## config.mk

```make
export PLATFORM = sky130hd
export DESIGN_NAME = opad_decoder
export DESIGN_NICKNAME = d
export VERILOG_FILES = /design/src/logic/opad_pkg.sv /design/src/logic/opad_classify.sv /design/src/logic/opad_locate.sv /design/src/logic/opad_decoder.sv
export VERILOG_INCLUDE_DIRS = /design/src /design/src/logic
export SDC_FILE = /design/constraint.sdc
export NUM_CORES = 1
export LEC_CHECK = 0
export BUFFER_PORTS_ARGS = -buffer_cell sky130_fd_sc_hd__buf_2
export CORE_MARGIN = 2
export CORE_UTILIZATION = 45
export CTS_BUF_LIST = sky130_fd_sc_hd__clkbuf_4 sky130_fd_sc_hd__clkbuf_8
export CTS_CLUSTER_DIAMETER = 100
export DETAILED_ROUTE_END_ITERATION = 6
export PLACE_DENSITY = 0.69
export SLEW_MARGIN = 20
export SYNTH_ARGS = -nofsm -noshare
export SYNTH_HDL_FRONTEND = slang
export SYNTH_HIERARCHICAL = 1
export SYNTH_SLANG_ARGS = --single-unit
export TNS_END_PERCENT = 5
```

## constraint.sdc

```tcl
create_clock -name pclk -period 17.1 [get_ports pclk]
set_input_delay 1.71 -clock pclk [delete_from_list [all_inputs] [get_ports pclk]]
set_output_delay 1.71 -clock pclk [all_outputs]
set_load 0.05 [all_outputs]
```

## src/logic/opad_params.svh

```systemverilog
// Contract
// - Addressing mode 11 makes the operand-select field a register number, not a memory form.
// - Mode 00 gives zero displacement and no displacement bytes, except in the direct form.
// - Addressing mode 01 takes one displacement byte, sign-extended to 16 bits.
// - Addressing mode 10 takes two displacement bytes, high byte above low byte.
// - Memory forms 000 to 111 add the displacement to the listed base and index sums.
// - Mode 00 with operand-select 110 takes the offset directly from two displacement bytes.
// - Displacement bytes follow the addressing byte and come before any immediate bytes.
// - A segment-override prefix field decodes as extra, code, stack, data for 00 to 11.
// - Register numbers map to word registers, or with size clear to low then high bytes.
// - Operands whose offset uses the frame pointer default to the stack segment.
// - String destinations through the destination index always use the extra segment.
// - Sign-extended immediate opcodes take one byte and widen it to a word.
// - The opcode direction bit routes the result toward or away from the register operand.
// - After the escape opcode a second opcode byte is decoded before the addressing byte.
`ifndef OPAD_PARAMS_SVH
`define OPAD_PARAMS_SVH
`define OPAD_CTRL_OFS 12'h000
`define OPAD_STAT_OFS 12'h004
`define OPAD_DCNT_OFS 12'h008
`define OPAD_UCNT_OFS 12'h00C
`define OPAD_LAST_OFS 12'h010
`define OPAD_CTRL_EN_BIT 0
`define OPAD_CTRL_PROT_BIT 1
`define OPAD_CTRL_RST 2'h1
`define OPAD_MOD_NODISP 2'h0
`define OPAD_MOD_DISP8 2'h1
`define OPAD_MOD_DISP16 2'h2
`define OPAD_MOD_REG 2'h3
`define OPAD_RM_DIRECT 3'h6
`define OPAD_ESC_OP 8'h0F
`endif

```

## src/logic/opad_pkg.sv

```systemverilog
package opad_pkg;
    typedef enum logic [2:0] {
        OPAD_IDLE = 3'h0,
        OPAD_SECOND = 3'h1,
        OPAD_MODRM = 3'h3,
        OPAD_DISP_LO = 3'h2,
        OPAD_DISP_HI = 3'h6,
        OPAD_IMM_LO = 3'h7,
        OPAD_IMM_HI = 3'h5,
        OPAD_DONE = 3'h4
    } opad_state_t;
    typedef enum logic [1:0] {
        OPAD_SEG_EXTRA = 2'h0,
        OPAD_SEG_CODE = 2'h1,
        OPAD_SEG_STACK = 2'h2,
        OPAD_SEG_DATA = 2'h3
    } opad_seg_t;
    typedef struct packed {
        logic has_modrm;
        logic [1:0] imm_bytes;
        logic imm_sext;
        logic word;
        logic dir;
        logic string_dest;
        logic undefined;
    } opad_attr_t;
    typedef struct packed {
        logic [15:0] base_word;
        logic [15:0] frame_pointer;
        logic [15:0] source_index;
        logic [15:0] destination_index;
    } opad_regs_t;
    typedef struct packed {
        logic [7:0] opcode;
        logic escaped;
        logic [7:0] second;
        logic is_register;
        logic [2:0] reg_field;
        logic [2:0] rm_field;
        logic [2:0] reg_word;
        logic reg_high;
        logic [2:0] rm_word;
        logic rm_high;
        logic word;
        logic result_to_register;
        logic [15:0] displacement;
        logic [15:0] operand_location;
        opad_seg_t segment;
        logic [15:0] immediate;
        logic undefined;
    } opad_decode_t;
endpackage : opad_pkg

```

## src/logic/opad_classify.sv

```systemverilog
`timescale 1ns/100ps
`default_nettype none
module opad_classify (
    // Opcode bytes and group selector.
    input wire logic [7:0] opcode,
    input wire logic escaped,
    input wire logic [7:0] second,
    input wire logic [2:0] group_sel,
    input wire logic prot_mode,
    // Attributes.
    output opad_pkg::opad_attr_t attr
);
    always_comb begin
        attr = '0;
        attr.word = opcode[0];
        if (escaped) begin
            attr.word = 1'b1;
            case (second)
                8'h00: begin
                    attr.has_modrm = 1'b1;
                    attr.undefined = !prot_mode || group_sel[2:1] == 2'h3;
                end
                8'h01: begin
                    attr.has_modrm = 1'b1;
                    attr.undefined = group_sel == 3'h5 || group_sel == 3'h7;
                end
                8'h02, 8'h03: begin
                    attr.has_modrm = 1'b1;
                    attr.dir = 1'b1;
                    attr.undefined = !prot_mode;
                end
                8'h06: attr.undefined = 1'b0;
                default: attr.undefined = 1'b1;
            endcase
        end else if (opcode[7:6] == 2'h0 && !opcode[2]) begin
            attr.has_modrm = 1'b1;
            attr.dir = opcode[1];
        end else if (opcode[7:6] == 2'h0 && opcode[2:1] == 2'h2) begin
            attr.imm_bytes = opcode[0] ? 2'h2 : 2'h1;
        end else if (opcode[7:4] == 4'hB) begin
            attr.word = opcode[3];
            attr.imm_bytes = opcode[3] ? 2'h2 : 2'h1;
        end else begin
            case (opcode)
                8'h62, 8'h63, 8'h8D: begin
                    attr.has_modrm = 1'b1;
                    attr.word = 1'b1;
                    attr.dir = opcode != 8'h63;
                end
                8'h68: attr.imm_bytes = 2'h2;
                8'h6A: begin
                    attr.word = 1'b1;
                    attr.imm_bytes = 2'h1;
                    attr.imm_sext = 1'b1;
                end
                8'h69, 8'h6B: begin
                    attr.has_modrm = 1'b1;
                    attr.word = 1'b1;
                    attr.dir = 1'b1;
                    attr.imm_bytes = opcode[1] ? 2'h1 : 2'h2;
                    attr.imm_sext = opcode[1];
                end
                8'h80, 8'h81, 8'h82, 8'h83, 8'hC6, 8'hC7: begin
                    attr.has_modrm = 1'b1;
                    attr.imm_bytes = opcode[1:0] == 2'h1 ? 2'h2 : 2'h1;
                    attr.imm_sext = opcode == 8'h83;
                end
                8'h84, 8'h85, 8'h86, 8'h87, 8'h88, 8'h89, 8'h8A, 8'h8B, 8'h8C, 8'h8E: begin
                    attr.has_modrm = 1'b1;
                    attr.dir = opcode[1];
                end
                8'h8F: begin
                    attr.has_modrm = 1'b1;
                    attr.undefined = group_sel != 3'h0;
                end
                8'hA8, 8'hA9: attr.imm_bytes = opcode[0] ? 2'h2 : 2'h1;
                8'hA4, 8'hA5, 8'hA6, 8'hA7, 8'hAA, 8'hAB, 8'hAE, 8'hAF: attr.string_dest = 1'b1;
                8'hC0, 8'hC1, 8'hD0, 8'hD1, 8'hD2, 8'hD3: begin
                    attr.has_modrm = 1'b1;
                    attr.imm_bytes = opcode[4] ? 2'h0 : 2'h1;
                    attr.undefined = group_sel == 3'h6;
                end
                8'hF6, 8'hF7: begin
                    attr.has_modrm = 1'b1;
                    attr.imm_bytes = group_sel != 3'h0 ? 2'h0 : (opcode[0] ? 2'h2 : 2'h1);
                    attr.undefined = group_sel == 3'h1;
                end
                8'hFE, 8'hFF: begin
                    attr.has_modrm = 1'b1;
                    attr.undefined = group_sel == 3'h7;
                end
                default: attr.has_modrm = 1'b0;
            endcase
        end
    end
endmodule : opad_classify
`default_nettype wire

```

## src/logic/opad_locate.sv

```systemverilog
`timescale 1ns/100ps
`default_nettype none
`include "opad_params.svh"
module opad_locate (
    // Addressing byte fields and displacement.
    input wire logic use_mem,
    input wire logic [1:0] mode,
    input wire logic [2:0] rm,
    input wire logic [15:0] disp,
    input wire opad_pkg::opad_regs_t regs,
    // Segment selection inputs.
    input wire logic ovr_valid,
    input wire opad_pkg::opad_seg_t ovr_seg,
    input wire logic string_dest,
    // Result.
    output logic [15:0] offset,
    output opad_pkg::opad_seg_t seg
);
    logic [15:0] base;
    logic [15:0] index;
    logic stack;
    always_comb begin
        index = 16'h0000;
        stack = rm == 3'h2 || rm == 3'h3 || rm == 3'h6;
        unique case (rm)
            3'h0, 3'h1, 3'h7: base = regs.base_word;
            3'h2, 3'h3, 3'h6: base = regs.frame_pointer;
            3'h4: base = regs.source_index;
            3'h5: base = regs.destination_index;
        endcase
        if (!rm[2]) begin
            index = rm[0] ? regs.destination_index : regs.source_index;
        end
        if (mode == `OPAD_MOD_NODISP && rm == `OPAD_RM_DIRECT) begin
            base = 16'h0000;
            stack = 1'b0;
        end
        offset = use_mem ? base + index + disp : 16'h0000;
        seg = stack ? opad_pkg::OPAD_SEG_STACK : opad_pkg::OPAD_SEG_DATA;
        if (ovr_valid) begin
            seg = ovr_seg;
        end
        // The override cannot redirect a string destination.
        if (string_dest) begin
            offset = regs.destination_index;
            seg = opad_pkg::OPAD_SEG_EXTRA;
        end
    end
endmodule : opad_locate
`default_nettype wire

```

## src/logic/opad_decoder.sv

```systemverilog
`timescale 1ns/100ps
`default_nettype none
`include "opad_params.svh"

module opad_decoder (
    // Clock and reset.
    input wire logic pclk,
    input wire logic presetn,
    // APB register port.
    input wire logic psel,
    input wire logic penable,
    input wire logic pwrite,
    input wire logic [11:0] paddr,
    input wire logic [31:0] pwdata,
    output logic [31:0] prdata,
    output logic pready,
    output logic pslverr,
    // Instruction byte stream from the fetch queue.
    input wire logic fetch_valid,
    input wire logic [7:0] fetch_byte,
    output logic fetch_ready,
    // Register values from the execution unit.
    input wire opad_pkg::opad_regs_t regs,
    // Decoded instruction toward execution and address generation.
    output logic dec_valid,
    input wire logic dec_ready,
    output opad_pkg::opad_decode_t dec
);

    ////////////////////////////////////////////////////////////////////////////////
    // Declarations.

    opad_pkg::opad_state_t state;
    opad_pkg::opad_state_t next_state;
    opad_pkg::opad_state_t after_disp;
    opad_pkg::opad_attr_t attr;
    opad_pkg::opad_seg_t ovr_seg;
    opad_pkg::opad_seg_t loc_seg;
    opad_pkg::opad_decode_t build;
    logic ctrl_enable;
    logic prot_mode;
    logic ovr_valid;
    logic escaped;
    logic [7:0] opcode;
    logic [7:0] second;
    logic [7:0] modrm;
    logic [7:0] disp_lo;
    logic [7:0] disp_hi;
    logic [7:0] imm_lo;
    logic [7:0] imm_hi;
    logic [15:0] disp;
    logic [15:0] imm;
    logic [15:0] loc_offset;
    logic [15:0] decode_count;
    logic [15:0] undef_count;
    logic [15:0] last_location;
    logic last_undefined;
    logic take;
    logic handoff;
    logic is_seg_prefix;
    logic is_prefix;
    logic direct;
    logic two_disp;
    logic [1:0] disp_need;
    logic [7:0] cls_opcode;
    logic [7:0] cls_second;
    logic [2:0] cls_group;
    logic cls_escaped;
    logic [31:0] rd_mux;
    logic rd_hit;

    ////////////////////////////////////////////////////////////////////////////////
    // Byte acceptance and prefixes.

    // The stream stalls while a finished instruction waits to be taken.
    assign fetch_ready = ctrl_enable && state != opad_pkg::OPAD_DONE;
    assign take = fetch_valid && fetch_ready;
    assign handoff = dec_valid && dec_ready;
    assign is_seg_prefix = fetch_byte[7:5] == 3'h1 && fetch_byte[2:0] == 3'h6;
    assign is_prefix = is_seg_prefix || fetch_byte == 8'hF0 || fetch_byte[7:1] == 7'h79;

    ////////////////////////////////////////////////////////////////////////////////
    // Opcode attributes, looked at on the byte in flight while it is the opcode.

    assign cls_opcode = state == opad_pkg::OPAD_IDLE ? fetch_byte : opcode;
    assign cls_second = state == opad_pkg::OPAD_SECOND ? fetch_byte : second;
    assign cls_escaped = state == opad_pkg::OPAD_SECOND || escaped;
    assign cls_group = state == opad_pkg::OPAD_MODRM ? fetch_byte[5:3] : modrm[5:3];

    opad_classify u_classify (
        .opcode(cls_opcode),
        .escaped(cls_escaped),
        .second(cls_second),
        .group_sel(cls_group),
        .prot_mode(prot_mode),
        .attr(attr)
    );

    ////////////////////////////////////////////////////////////////////////////////
    // Sequencing: prefixes, opcode, second byte, addressing byte, displacement, immediate.

    assign direct = modrm[7:6] == `OPAD_MOD_NODISP && modrm[2:0] == `OPAD_RM_DIRECT;
    assign two_disp = modrm[7:6] == `OPAD_MOD_DISP16 || direct;
    assign after_disp = attr.imm_bytes != 2'h0 ? opad_pkg::OPAD_IMM_LO : opad_pkg::OPAD_DONE;

    always_comb begin
        disp_need = 2'h0;
        unique case (fetch_byte[7:6])
            `OPAD_MOD_REG: disp_need = 2'h0;
            `OPAD_MOD_DISP8: disp_need = 2'h1;
            `OPAD_MOD_DISP16: disp_need = 2'h2;
            `OPAD_MOD_NODISP: begin
                disp_need = fetch_byte[2:0] == `OPAD_RM_DIRECT ? 2'h2 : 2'h0;
            end
        endcase
    end

    always_comb begin
        next_state = state;
        unique case (state)
            opad_pkg::OPAD_IDLE: begin
                if (take && !is_prefix) begin
                    if (fetch_byte == `OPAD_ESC_OP) begin
                        next_state = opad_pkg::OPAD_SECOND;
                    end else if (attr.has_modrm) begin
                        next_state = opad_pkg::OPAD_MODRM;
                    end else begin
                        next_state = after_disp;
                    end
                end
            end
            opad_pkg::OPAD_SECOND: begin
                if (take) begin
                    next_state = attr.has_modrm ? opad_pkg::OPAD_MODRM : after_disp;
                end
            end
            opad_pkg::OPAD_MODRM: begin
                if (take) begin
                    next_state = |disp_need ? opad_pkg::OPAD_DISP_LO : after_disp;
                end
            end
            opad_pkg::OPAD_DISP_LO: begin
                if (take) begin
                    next_state = two_disp ? opad_pkg::OPAD_DISP_HI : after_disp;
                end
            end
            opad_pkg::OPAD_DISP_HI: begin
                if (take) begin
                    next_state = after_disp;
                end
            end
            opad_pkg::OPAD_IMM_LO: begin
                if (take) begin
                    next_state = attr.imm_bytes[1] ? opad_pkg::OPAD_IMM_HI : opad_pkg::OPAD_DONE;
                end
            end
            opad_pkg::OPAD_IMM_HI: begin
                if (take) begin
                    next_state = opad_pkg::OPAD_DONE;
                end
            end
            opad_pkg::OPAD_DONE: begin
                if (handoff) begin
                    next_state = opad_pkg::OPAD_IDLE;
                end
            end
        endcase
    end

    always_ff @(posedge pclk or negedge presetn) begin
        if (!presetn) begin
            state <= opad_pkg::OPAD_IDLE;
        end else begin
            state <= next_state;
        end
    end

    ////////////////////////////////////////////////////////////////////////////////
    // Instruction byte capture.

    always_ff @(posedge pclk or negedge presetn) begin
        if (!presetn) begin
            opcode <= 8'h00;
            second <= 8'h00;
            escaped <= 1'b0;
            modrm <= 8'h00;
            disp_lo <= 8'h00;
            disp_hi <= 8'h00;
            imm_lo <= 8'h00;
            imm_hi <= 8'h00;
            ovr_valid <= 1'b0;
            ovr_seg <= opad_pkg::OPAD_SEG_DATA;
        end else if (handoff) begin
            escaped <= 1'b0;
            ovr_valid <= 1'b0;
            modrm <= 8'h00;
        end else if (take) begin
            unique case (state)
                opad_pkg::OPAD_IDLE: begin
                    if (is_seg_prefix) begin
                        ovr_valid <= 1'b1;
                        ovr_seg <= opad_pkg::opad_seg_t'(fetch_byte[4:3]);
                    end else if (!is_prefix) begin
                        opcode <= fetch_byte;
                        escaped <= fetch_byte == `OPAD_ESC_OP;
                    end
                end
                opad_pkg::OPAD_SECOND: second <= fetch_byte;
                opad_pkg::OPAD_MODRM: modrm <= fetch_byte;
                opad_pkg::OPAD_DISP_LO: disp_lo <= fetch_byte;
                opad_pkg::OPAD_DISP_HI: disp_hi <= fetch_byte;
                opad_pkg::OPAD_IMM_LO: imm_lo <= fetch_byte;
                opad_pkg::OPAD_IMM_HI: imm_hi <= fetch_byte;
                opad_pkg::OPAD_DONE: imm_hi <= imm_hi;
            endcase
        end
    end

    ////////////////////////////////////////////////////////////////////////////////
    // Displacement, immediate and operand location.

    always_comb begin
        disp = 16'h0000;
        if (attr.has_modrm) begin
            unique case (modrm[7:6])
                `OPAD_MOD_REG: disp = 16'h0000;
                `OPAD_MOD_NODISP: disp = direct ? {disp_hi, disp_lo} : 16'h0000;
                `OPAD_MOD_DISP8: disp = {{8{disp_lo[7]}}, disp_lo};
                `OPAD_MOD_DISP16: disp = {disp_hi, disp_lo};
            endcase
        end
    end

    always_comb begin
        imm = 16'h0000;
        if (attr.imm_bytes == 2'h2) begin
            imm = {imm_hi, imm_lo};
        end else if (attr.imm_bytes == 2'h1) begin
            imm = {(attr.imm_sext ? {8{imm_lo[7]}} : 8'h00), imm_lo};
        end
    end

    opad_locate u_locate (
        .use_mem(attr.has_modrm && modrm[7:6] != `OPAD_MOD_REG),
        .mode(modrm[7:6]),
        .rm(modrm[2:0]),
        .disp(disp),
        .regs(regs),
        .ovr_valid(ovr_valid),
        .ovr_seg(ovr_seg),
        .string_dest(attr.string_dest),
        .offset(loc_offset),
        .seg(loc_seg)
    );

    ////////////////////////////////////////////////////////////////////////////////
    // Result assembly; byte registers 4 to 7 are the upper halves of word registers 0 to 3.

    always_comb begin
        build = '0;
        build.opcode = opcode;
        build.escaped = escaped;
        build.second = second;
        build.is_register = attr.has_modrm && modrm[7:6] == `OPAD_MOD_REG;
        build.reg_field = modrm[5:3];
        build.rm_field = modrm[2:0];
        build.reg_word = attr.word ? modrm[5:3] : {1'b0, modrm[4:3]};
        build.reg_high = !attr.word && modrm[5];
        build.rm_word = attr.word ? modrm[2:0] : {1'b0, modrm[1:0]};
        build.rm_high = !attr.word && modrm[2];
        build.word = attr.word;
        build.result_to_register = attr.dir;
        build.displacement = disp;
        build.operand_location = loc_offset;
        build.segment = loc_seg;
        build.immediate = imm;
        build.undefined = attr.undefined;
    end

    // One cycle is spent in the finished state before the result shows, so every
    // decoded field comes straight from a flip-flop.
    always_ff @(posedge pclk or negedge presetn) begin
        if (!presetn) begin
            dec_valid <= 1'b0;
            dec <= '0;
        end else if (handoff) begin
            dec_valid <= 1'b0;
        end else if (state == opad_pkg::OPAD_DONE && !dec_valid) begin
            dec_valid <= 1'b1;
            dec <= build;
        end
    end

    ////////////////////////////////////////////////////////////////////////////////
    // Statistics.

    always_ff @(posedge pclk or negedge presetn) begin
        if (!presetn) begin
            decode_count <= 16'h0000;
            undef_count <= 16'h0000;
            last_location <= 16'h0000;
            last_undefined <= 1'b0;
        end else if (handoff) begin
            decode_count <= decode_count + 16'h0001;
            last_location <= dec.operand_location;
            last_undefined <= dec.undefined;
            if (dec.undefined) begin
                undef_count <= undef_count + 16'h0001;
            end
        end
    end

    ////////////////////////////////////////////////////////////////////////////////
    // APB slave: no wait states, error on an unmapped address.

    always_comb begin
        rd_hit = 1'b1;
        rd_mux = 32'h0000_0000;
        case (paddr)
            `OPAD_CTRL_OFS: begin
                rd_mux[`OPAD_CTRL_EN_BIT] = ctrl_enable;
                rd_mux[`OPAD_CTRL_PROT_BIT] = prot_mode;
            end
            `OPAD_STAT_OFS: rd_mux[5:0] = {state, dec_valid, |state, last_undefined};
            `OPAD_DCNT_OFS: rd_mux[15:0] = decode_count;
            `OPAD_UCNT_OFS: rd_mux[15:0] = undef_count;
            `OPAD_LAST_OFS: rd_mux[15:0] = last_location;
            default: rd_hit = 1'b0;
        endcase
    end

    assign pready = 1'b1;
    assign pslverr = psel && penable && !rd_hit;

    always_ff @(posedge pclk or negedge presetn) begin
        if (!presetn) begin
            prdata <= 32'h0000_0000;
        end else if (psel && !penable && !pwrite) begin
            prdata <= rd_mux;
        end
    end

    // Clearing the enable only stops new bytes; a finished instruction still hands off.
    always_ff @(posedge pclk or negedge presetn) begin
        if (!presetn) begin
            ctrl_enable <= 1'(`OPAD_CTRL_RST);
            prot_mode <= 1'b0;
        end else if (psel && penable && pwrite && paddr == `OPAD_CTRL_OFS) begin
            ctrl_enable <= pwdata[`OPAD_CTRL_EN_BIT];
            prot_mode <= pwdata[`OPAD_CTRL_PROT_BIT];
        end
    end

endmodule : opad_decoder
`default_nettype wire

```

* Word level (Yosys, flattened, before mapping)
Index checks and enable logic that the tools add are counted.
** Cells by class
- Mux-type cells :: 89
- Reductions and logical operators :: 80
- Equality and inequality tests :: 100
- Bitwise gates (word level) :: 3
- $add $sub $neg :: 4
** Operator list (number)
- equality test 8 bit, second input constant :: 39
- two-way mux 16 bit :: 9
- case mux 16 bit (4 select lines) :: 2
- equality test 8 x 7 -> 1 bit, second input constant :: 6
- two-way mux 3 bit :: 16
- two-way mux 8 bit :: 6
- equality test 3 bit, second input constant :: 12
- adder 16 x 1 -> 16 bit, second input constant :: 2
- adder 16 bit :: 2
- OR reduction 32 bit :: 1
- two-way mux 1 bit :: 30
- case mux 10 bit (3 select lines) :: 1
- two-way mux 2 bit :: 14
- equality test 12 x 4 -> 1 bit, second input constant :: 2
- case mux 3 bit (8 select lines) :: 1
- != test 2 bit, second input constant :: 10
- logical AND 1 bit :: 19
- OR reduction 6 bit :: 3
- equality test 8 x 2 -> 1 bit, second input constant :: 2
- case mux 4 bit (4 select lines) :: 1
- AND reduction 3 bit :: 5
- equality test 2 bit, second input constant :: 7
- case mux 2 bit (7 select lines) :: 1
- equality test 12 x 3 -> 1 bit, second input constant :: 1
- other kinds (37) :: 84
** Storage, ports and cells
- Input port bits :: 123
- Logic and storage cells :: 312
- Output and inout port bits :: 121
- Flip-flop bits (word level) :: 216

* Logic depth before layout (Yosys ltp)
- Depth in word-level cells :: 15
- Depth in mapped cells :: 24
- Gate-level depth less buffers :: 22

* Modules after synthesis
Netlist, hierarchy kept.
** Modules (own cells, without submodules)
- opad_decoder :: times used 1, cells each 900, sequential area each 5308.8 um2, area each 9550.4 um2
- opad_locate :: times used 1, cells each 257, sequential area each 0.0 um2, area each 1831.8 um2
- opad_classify :: times used 1, cells each 108, sequential area each 0.0 um2, area each 636.9 um2

* Worst setup path after synthesis
No wires, ideal clock.
- Kind :: input to register
- Start :: input port fetch_byte[4]
- End :: register dec[30] in the netlist's numbering
- Data required time :: 16.982 ns
- Path buffers :: 2
- Setup time :: 0.118 ns
- Arrival :: 6.397 ns
- Cell stages on the path :: 23
- Slack :: 10.586 ns
- Cells stage by stage :: clkbuf_1 > mux2_2 > clkbuf_1 > nor2_1 > and4_1 > mux2_2 > a211oi_1 > a32oi_1 > nand2_1 > inv_1 > o21a_1 > and2_1 > fa_1 > ha_1 > fa_1 > a211oi_1 > o21bai_1 > o31a_2 > and3_1 > nor3b_1 > o21ai_0 > nand2_1 > nand2_1
** RTL lines
- start, declared :: RTL line opad_decoder.sv:20 : input wire logic [7:0] fetch_byte,
- end signal, assigned :: RTL line opad_decoder.sv:290 : dec <= build;
- end, declared :: RTL line opad_decoder.sv:27 : output opad_pkg::opad_decode_t dec

==> impl_results.md <==
- Antenna viol nets, final: 0
- Tightest Pin Transition: a little over 1 ns
- Vias in the first global route: 9525
- CTS Buffer Depth: 3
- Failing checks: DRC
- Final Skew: between 0.02 and 0.03 ns
- Max Cap Violations: 0
- Total power: about 1.1 mW
- Critical path buffers and inverters: 1
- # DRC: 15
- WL per Instance: approximately 18 um
- CP Capture Type: register
- Worst Path Max Fanout: 16
- CP top delay family: simple AND/OR/NAND/NOR gates
- Initial antenna violation count: 0
- Internal power: about 0.83 mW
- Nets: 1598
- Post-synthesis cell type count: between 70 and 80
- Worst hold path class: reg -> reg
- Resize count post-CTS: 0
- Mean Syn Cell Area: around 9.5 sq um
- Total inserted antenna cells: 0
- Pwr/cell area: 79.9 nW/um^2
- CTS Root Cell: clkbuf_8
- Outcome: complete, but fails checks
- # hold bufs at CTS: 0
- Fill count: 2372
- Clock Latency Late Sink: roughly 0.55 ns
- Post-Route Setup TNS: 0 ns
- Worst Setup Start Kind: register
- WL final: around 33000 um
- Final Max Slew Viols: 0
- Critical setup path kind: reg -> reg
- Share of cells above drive strength 1: 0.267
- Port Buf Inserts: roughly 200
- FFs w/ async S/R, synth: 1.00
- Power share of the clock group: 0.442
- Critical Path, Cell by Cell: nand2b_1 -> nor2_2 -> mux2_2 -> or4_4 -> or3_4 -> a32oi_1 -> nand2_1 -> inv_1 -> o21a_1 -> and2_1 -> fa_1 -> ha_1 -> fa_1 -> a211oi_1 -> o21bai_1 -> o31a_2 -> and3_1 -> nor3b_1 -> o21ai_0 -> nand2_1 -> nand2_1
- Leakage: slightly below 7 nW
- Max transition margin: 0.326
- Area occupied by multi-input gates: roughly 6300 sq um
- Most frequent CP cell: nand2_1
- CTS tree: done
- Drt first pass iters: 7
- Synthesis-stage register bit count: ~210
- Final Hold Viols: 0
- Gr usage total: 0.231
- Worst Path Required: approximately 18 ns
- FMAX: 0.138 GHz
- Sequential share of power: 0.463
- Post-Syn Area: 12000 sq um
- Critical Path AT: just under 8 ns
- Final GP Congestion: 0.936
- Worst VDD drop: a little over 0.05 mV
- Die Height: ~170 um
- RSZ-0062 raised after global routing: false
- Drt initial violations: slightly below 800
- DIE AREA: ~28000 sq um
- Die Wd: between 150 and 200 um
- Commonest non-fill, non-tap cells in the layout: 287 x nand2_1, 209 x dfrtp_1, 195 x buf_2
- Ports: 244
- Crit path time final: just over 7 ns
- Post-synth EDFFs: 0
- Vias per cell: around 5.5
- Crit-path max cell delay: 0.75 ns
- Core area: 26100 sq um
- Post-CTS Setup Repair Bufs: 0
- Num rows: 59
- Setup violators final: 0
- CTS HTree Levels: 2
- Synth Flop Type: dfrtp_1
- Grt ovf: 0
- Most common cell after layout, fill and taps aside: nand2_1
- Syn-to-layout area delta: 16.2%
- Gate power share: 0.095
- Sw frac: 0.256
- Via count: between 9000 and 10000
- Final worst path period share: 0.425
- Switching power: about 0.29 mW
- Clock slew at reported path FFs: about 0.060 ns
- Warnings, synthesis: 6
- Syn Inst Count: between 1000 and 1500
- Total CTS buffers: 39
- First-pass GRT wire length: approximately 52000 um
- Sequential area share after synthesis: 0.442
- Sink Count: about 210
- Detailed placement HPWL: roughly 23000 um
- CP max stage cell: dfrtp_1
- Largest net degree at the start of global routing: ~110
- Seq. cell area: 5310 sq um
- Initial Utilization: 0.460
==> power by group through the flow <==
stage | clock [mW] | combinational, mW | sequential [mW]
floorplan | 0 | 0.0675 | 0.524
global placement | 0 | 0.104 | 0.525
detailed placement | 0 | 0.105 | 0.525
CTS | 0.505 | 0.106 | 0.516
global route | 0.529 | 0.118 | 0.518
finish | 0.493 | 0.106 | 0.517
==> tightest hold or removal path, stage by stage (launching register included) <==
cell and delay [ns]:
dfrtp_1 0.34, nand2_1 0.05, nand2_1 0.05
==> worst paths after layout <==
| check | startpoint | endpoint | slack (ns) | depth (start not counted) |
|---|---|---|---|---|
| max | state[0] | dec[30] | 9.83 | 21 |
| min | dec[51] | dec[51] | 0.47 | 2 |
| min reg2reg | dec[51] | dec[51] | 0.47 | 2 |
| min in group asynchronous | presetn | dec[52] | 1.24 | 1 |
| max in group asynchronous | presetn | second[2] | 13.88 | 3 |
| max reg2reg | state[0] | dec[30] | 9.83 | 21 |
==> synth_stat cells (5+ instances only) <==
cell type	instances	area [sq um]
nand2_1	287	1080
and3_1	13	81.3
ha_1	16	200
a22o_1	29	254
o21ai_0	34	170
or3_1	7	43.8
fa_1	16	320
inv_1	23	86.3
nor2_1	100	375
xnor2_1	31	272
nor4_1	8	50.1
and2_1	11	68.8
a31oi_1	10	62.6
nor2b_1	16	100
nand4_1	9	56.3
xor2_1	14	123
nand3_1	16	80.1
clkbuf_1	42	158
dfrtp_1	209	5230
mux2i_1	19	190
nor3_1	22	110
o2bb2ai_1	11	96.3
buf_4	22	165
o31ai_1	9	67.6
mux2_4	8	120
a211oi_1	8	60.1
a22oi_1	14	105
mux2_2	83	935
o22ai_1	6	37.5
buf_2	17	85.1
a21o_1	5	37.5
a221oi_1	14	123
a21oi_1	42	210
nand2b_1	15	93.8
==> registers in the layout (all words and copies together), names as in the netlist <==
name,count
ctrl_enable,1
second,8
ovr_valid,1
opcode,8
last_undefined,1
dec_valid,1
disp_hi,8
state,3
disp_lo,8
dec,81
escaped,1
imm_lo,8
prdata,16
decode_count,16
prot_mode,1
undef_count,16
ovr_seg,2
modrm,8
last_location,16
imm_hi,8
==> final cells by class <==
class / instances / area share
inverter: 23 / 0.00618
timing repair buffer: 207 / 0.0768
clock buffer: 61 / 0.0543
multi-input combinational: 960 / 0.450
sequential: 212 / 0.380
clock inverter: 4 / 0.00287
tap: 335 / 0.0300
==> metal layers <==
metal / GRT usage / vias to the layer above / share of wire
li1: - / 4735 / -
met1: 0.342 / 4821 / 0.47
met2: 0.355 / 338 / 0.45
met3: 0.0355 / 37 / 0.065
met4: 0.0601 / 0 / 0.014
met5: 0 / - / 0
==> per-stage QoR <==
| stage | worst slack, ns | cells | hold WS (ns) | cell area [sq um] | utilization |
|---|---|---|---|---|---|
| final | 9.83 | 1802 | 0.468 | 14000 | 0.534 |
| after global routing | 9.44 | 1802 | 0.489 | 14000 | 0.534 |
| after CTS | 9.91 | 1802 | 0.472 | 14000 | 0.534 |
| after detailed placement | 9.41 | 1737 | 0.460 | 13200 | 0.504 |
| after global placement | 9.41 | 1737 | 0.447 | 13200 | 0.503 |
| after floorplan | 10.59 | 1280 | 0.442 | 12100 | - |
==> logic make-up (layout without fill, tap and decap cells) <==
| kind of cell | Yosys count | in the layout | share of synthesized area |
|---|---|---|---|
| flops | 212 | 212 | 0.442 |
| compound gates | 216 | 216 | 0.128 |
| xor+xnor | 45 | 45 | 0.0328 |
| simple gates | 539 | 539 | 0.206 |
| mux | 111 | 111 | 0.105 |
| buf+inv | 108 | 295 | 0.0425 |
| fa+ha+maj | 32 | 32 | 0.0433 |
| other cells | 2 | 17 | 0.000625 |
Note: power is estimated with default switching activity, not from simulation.
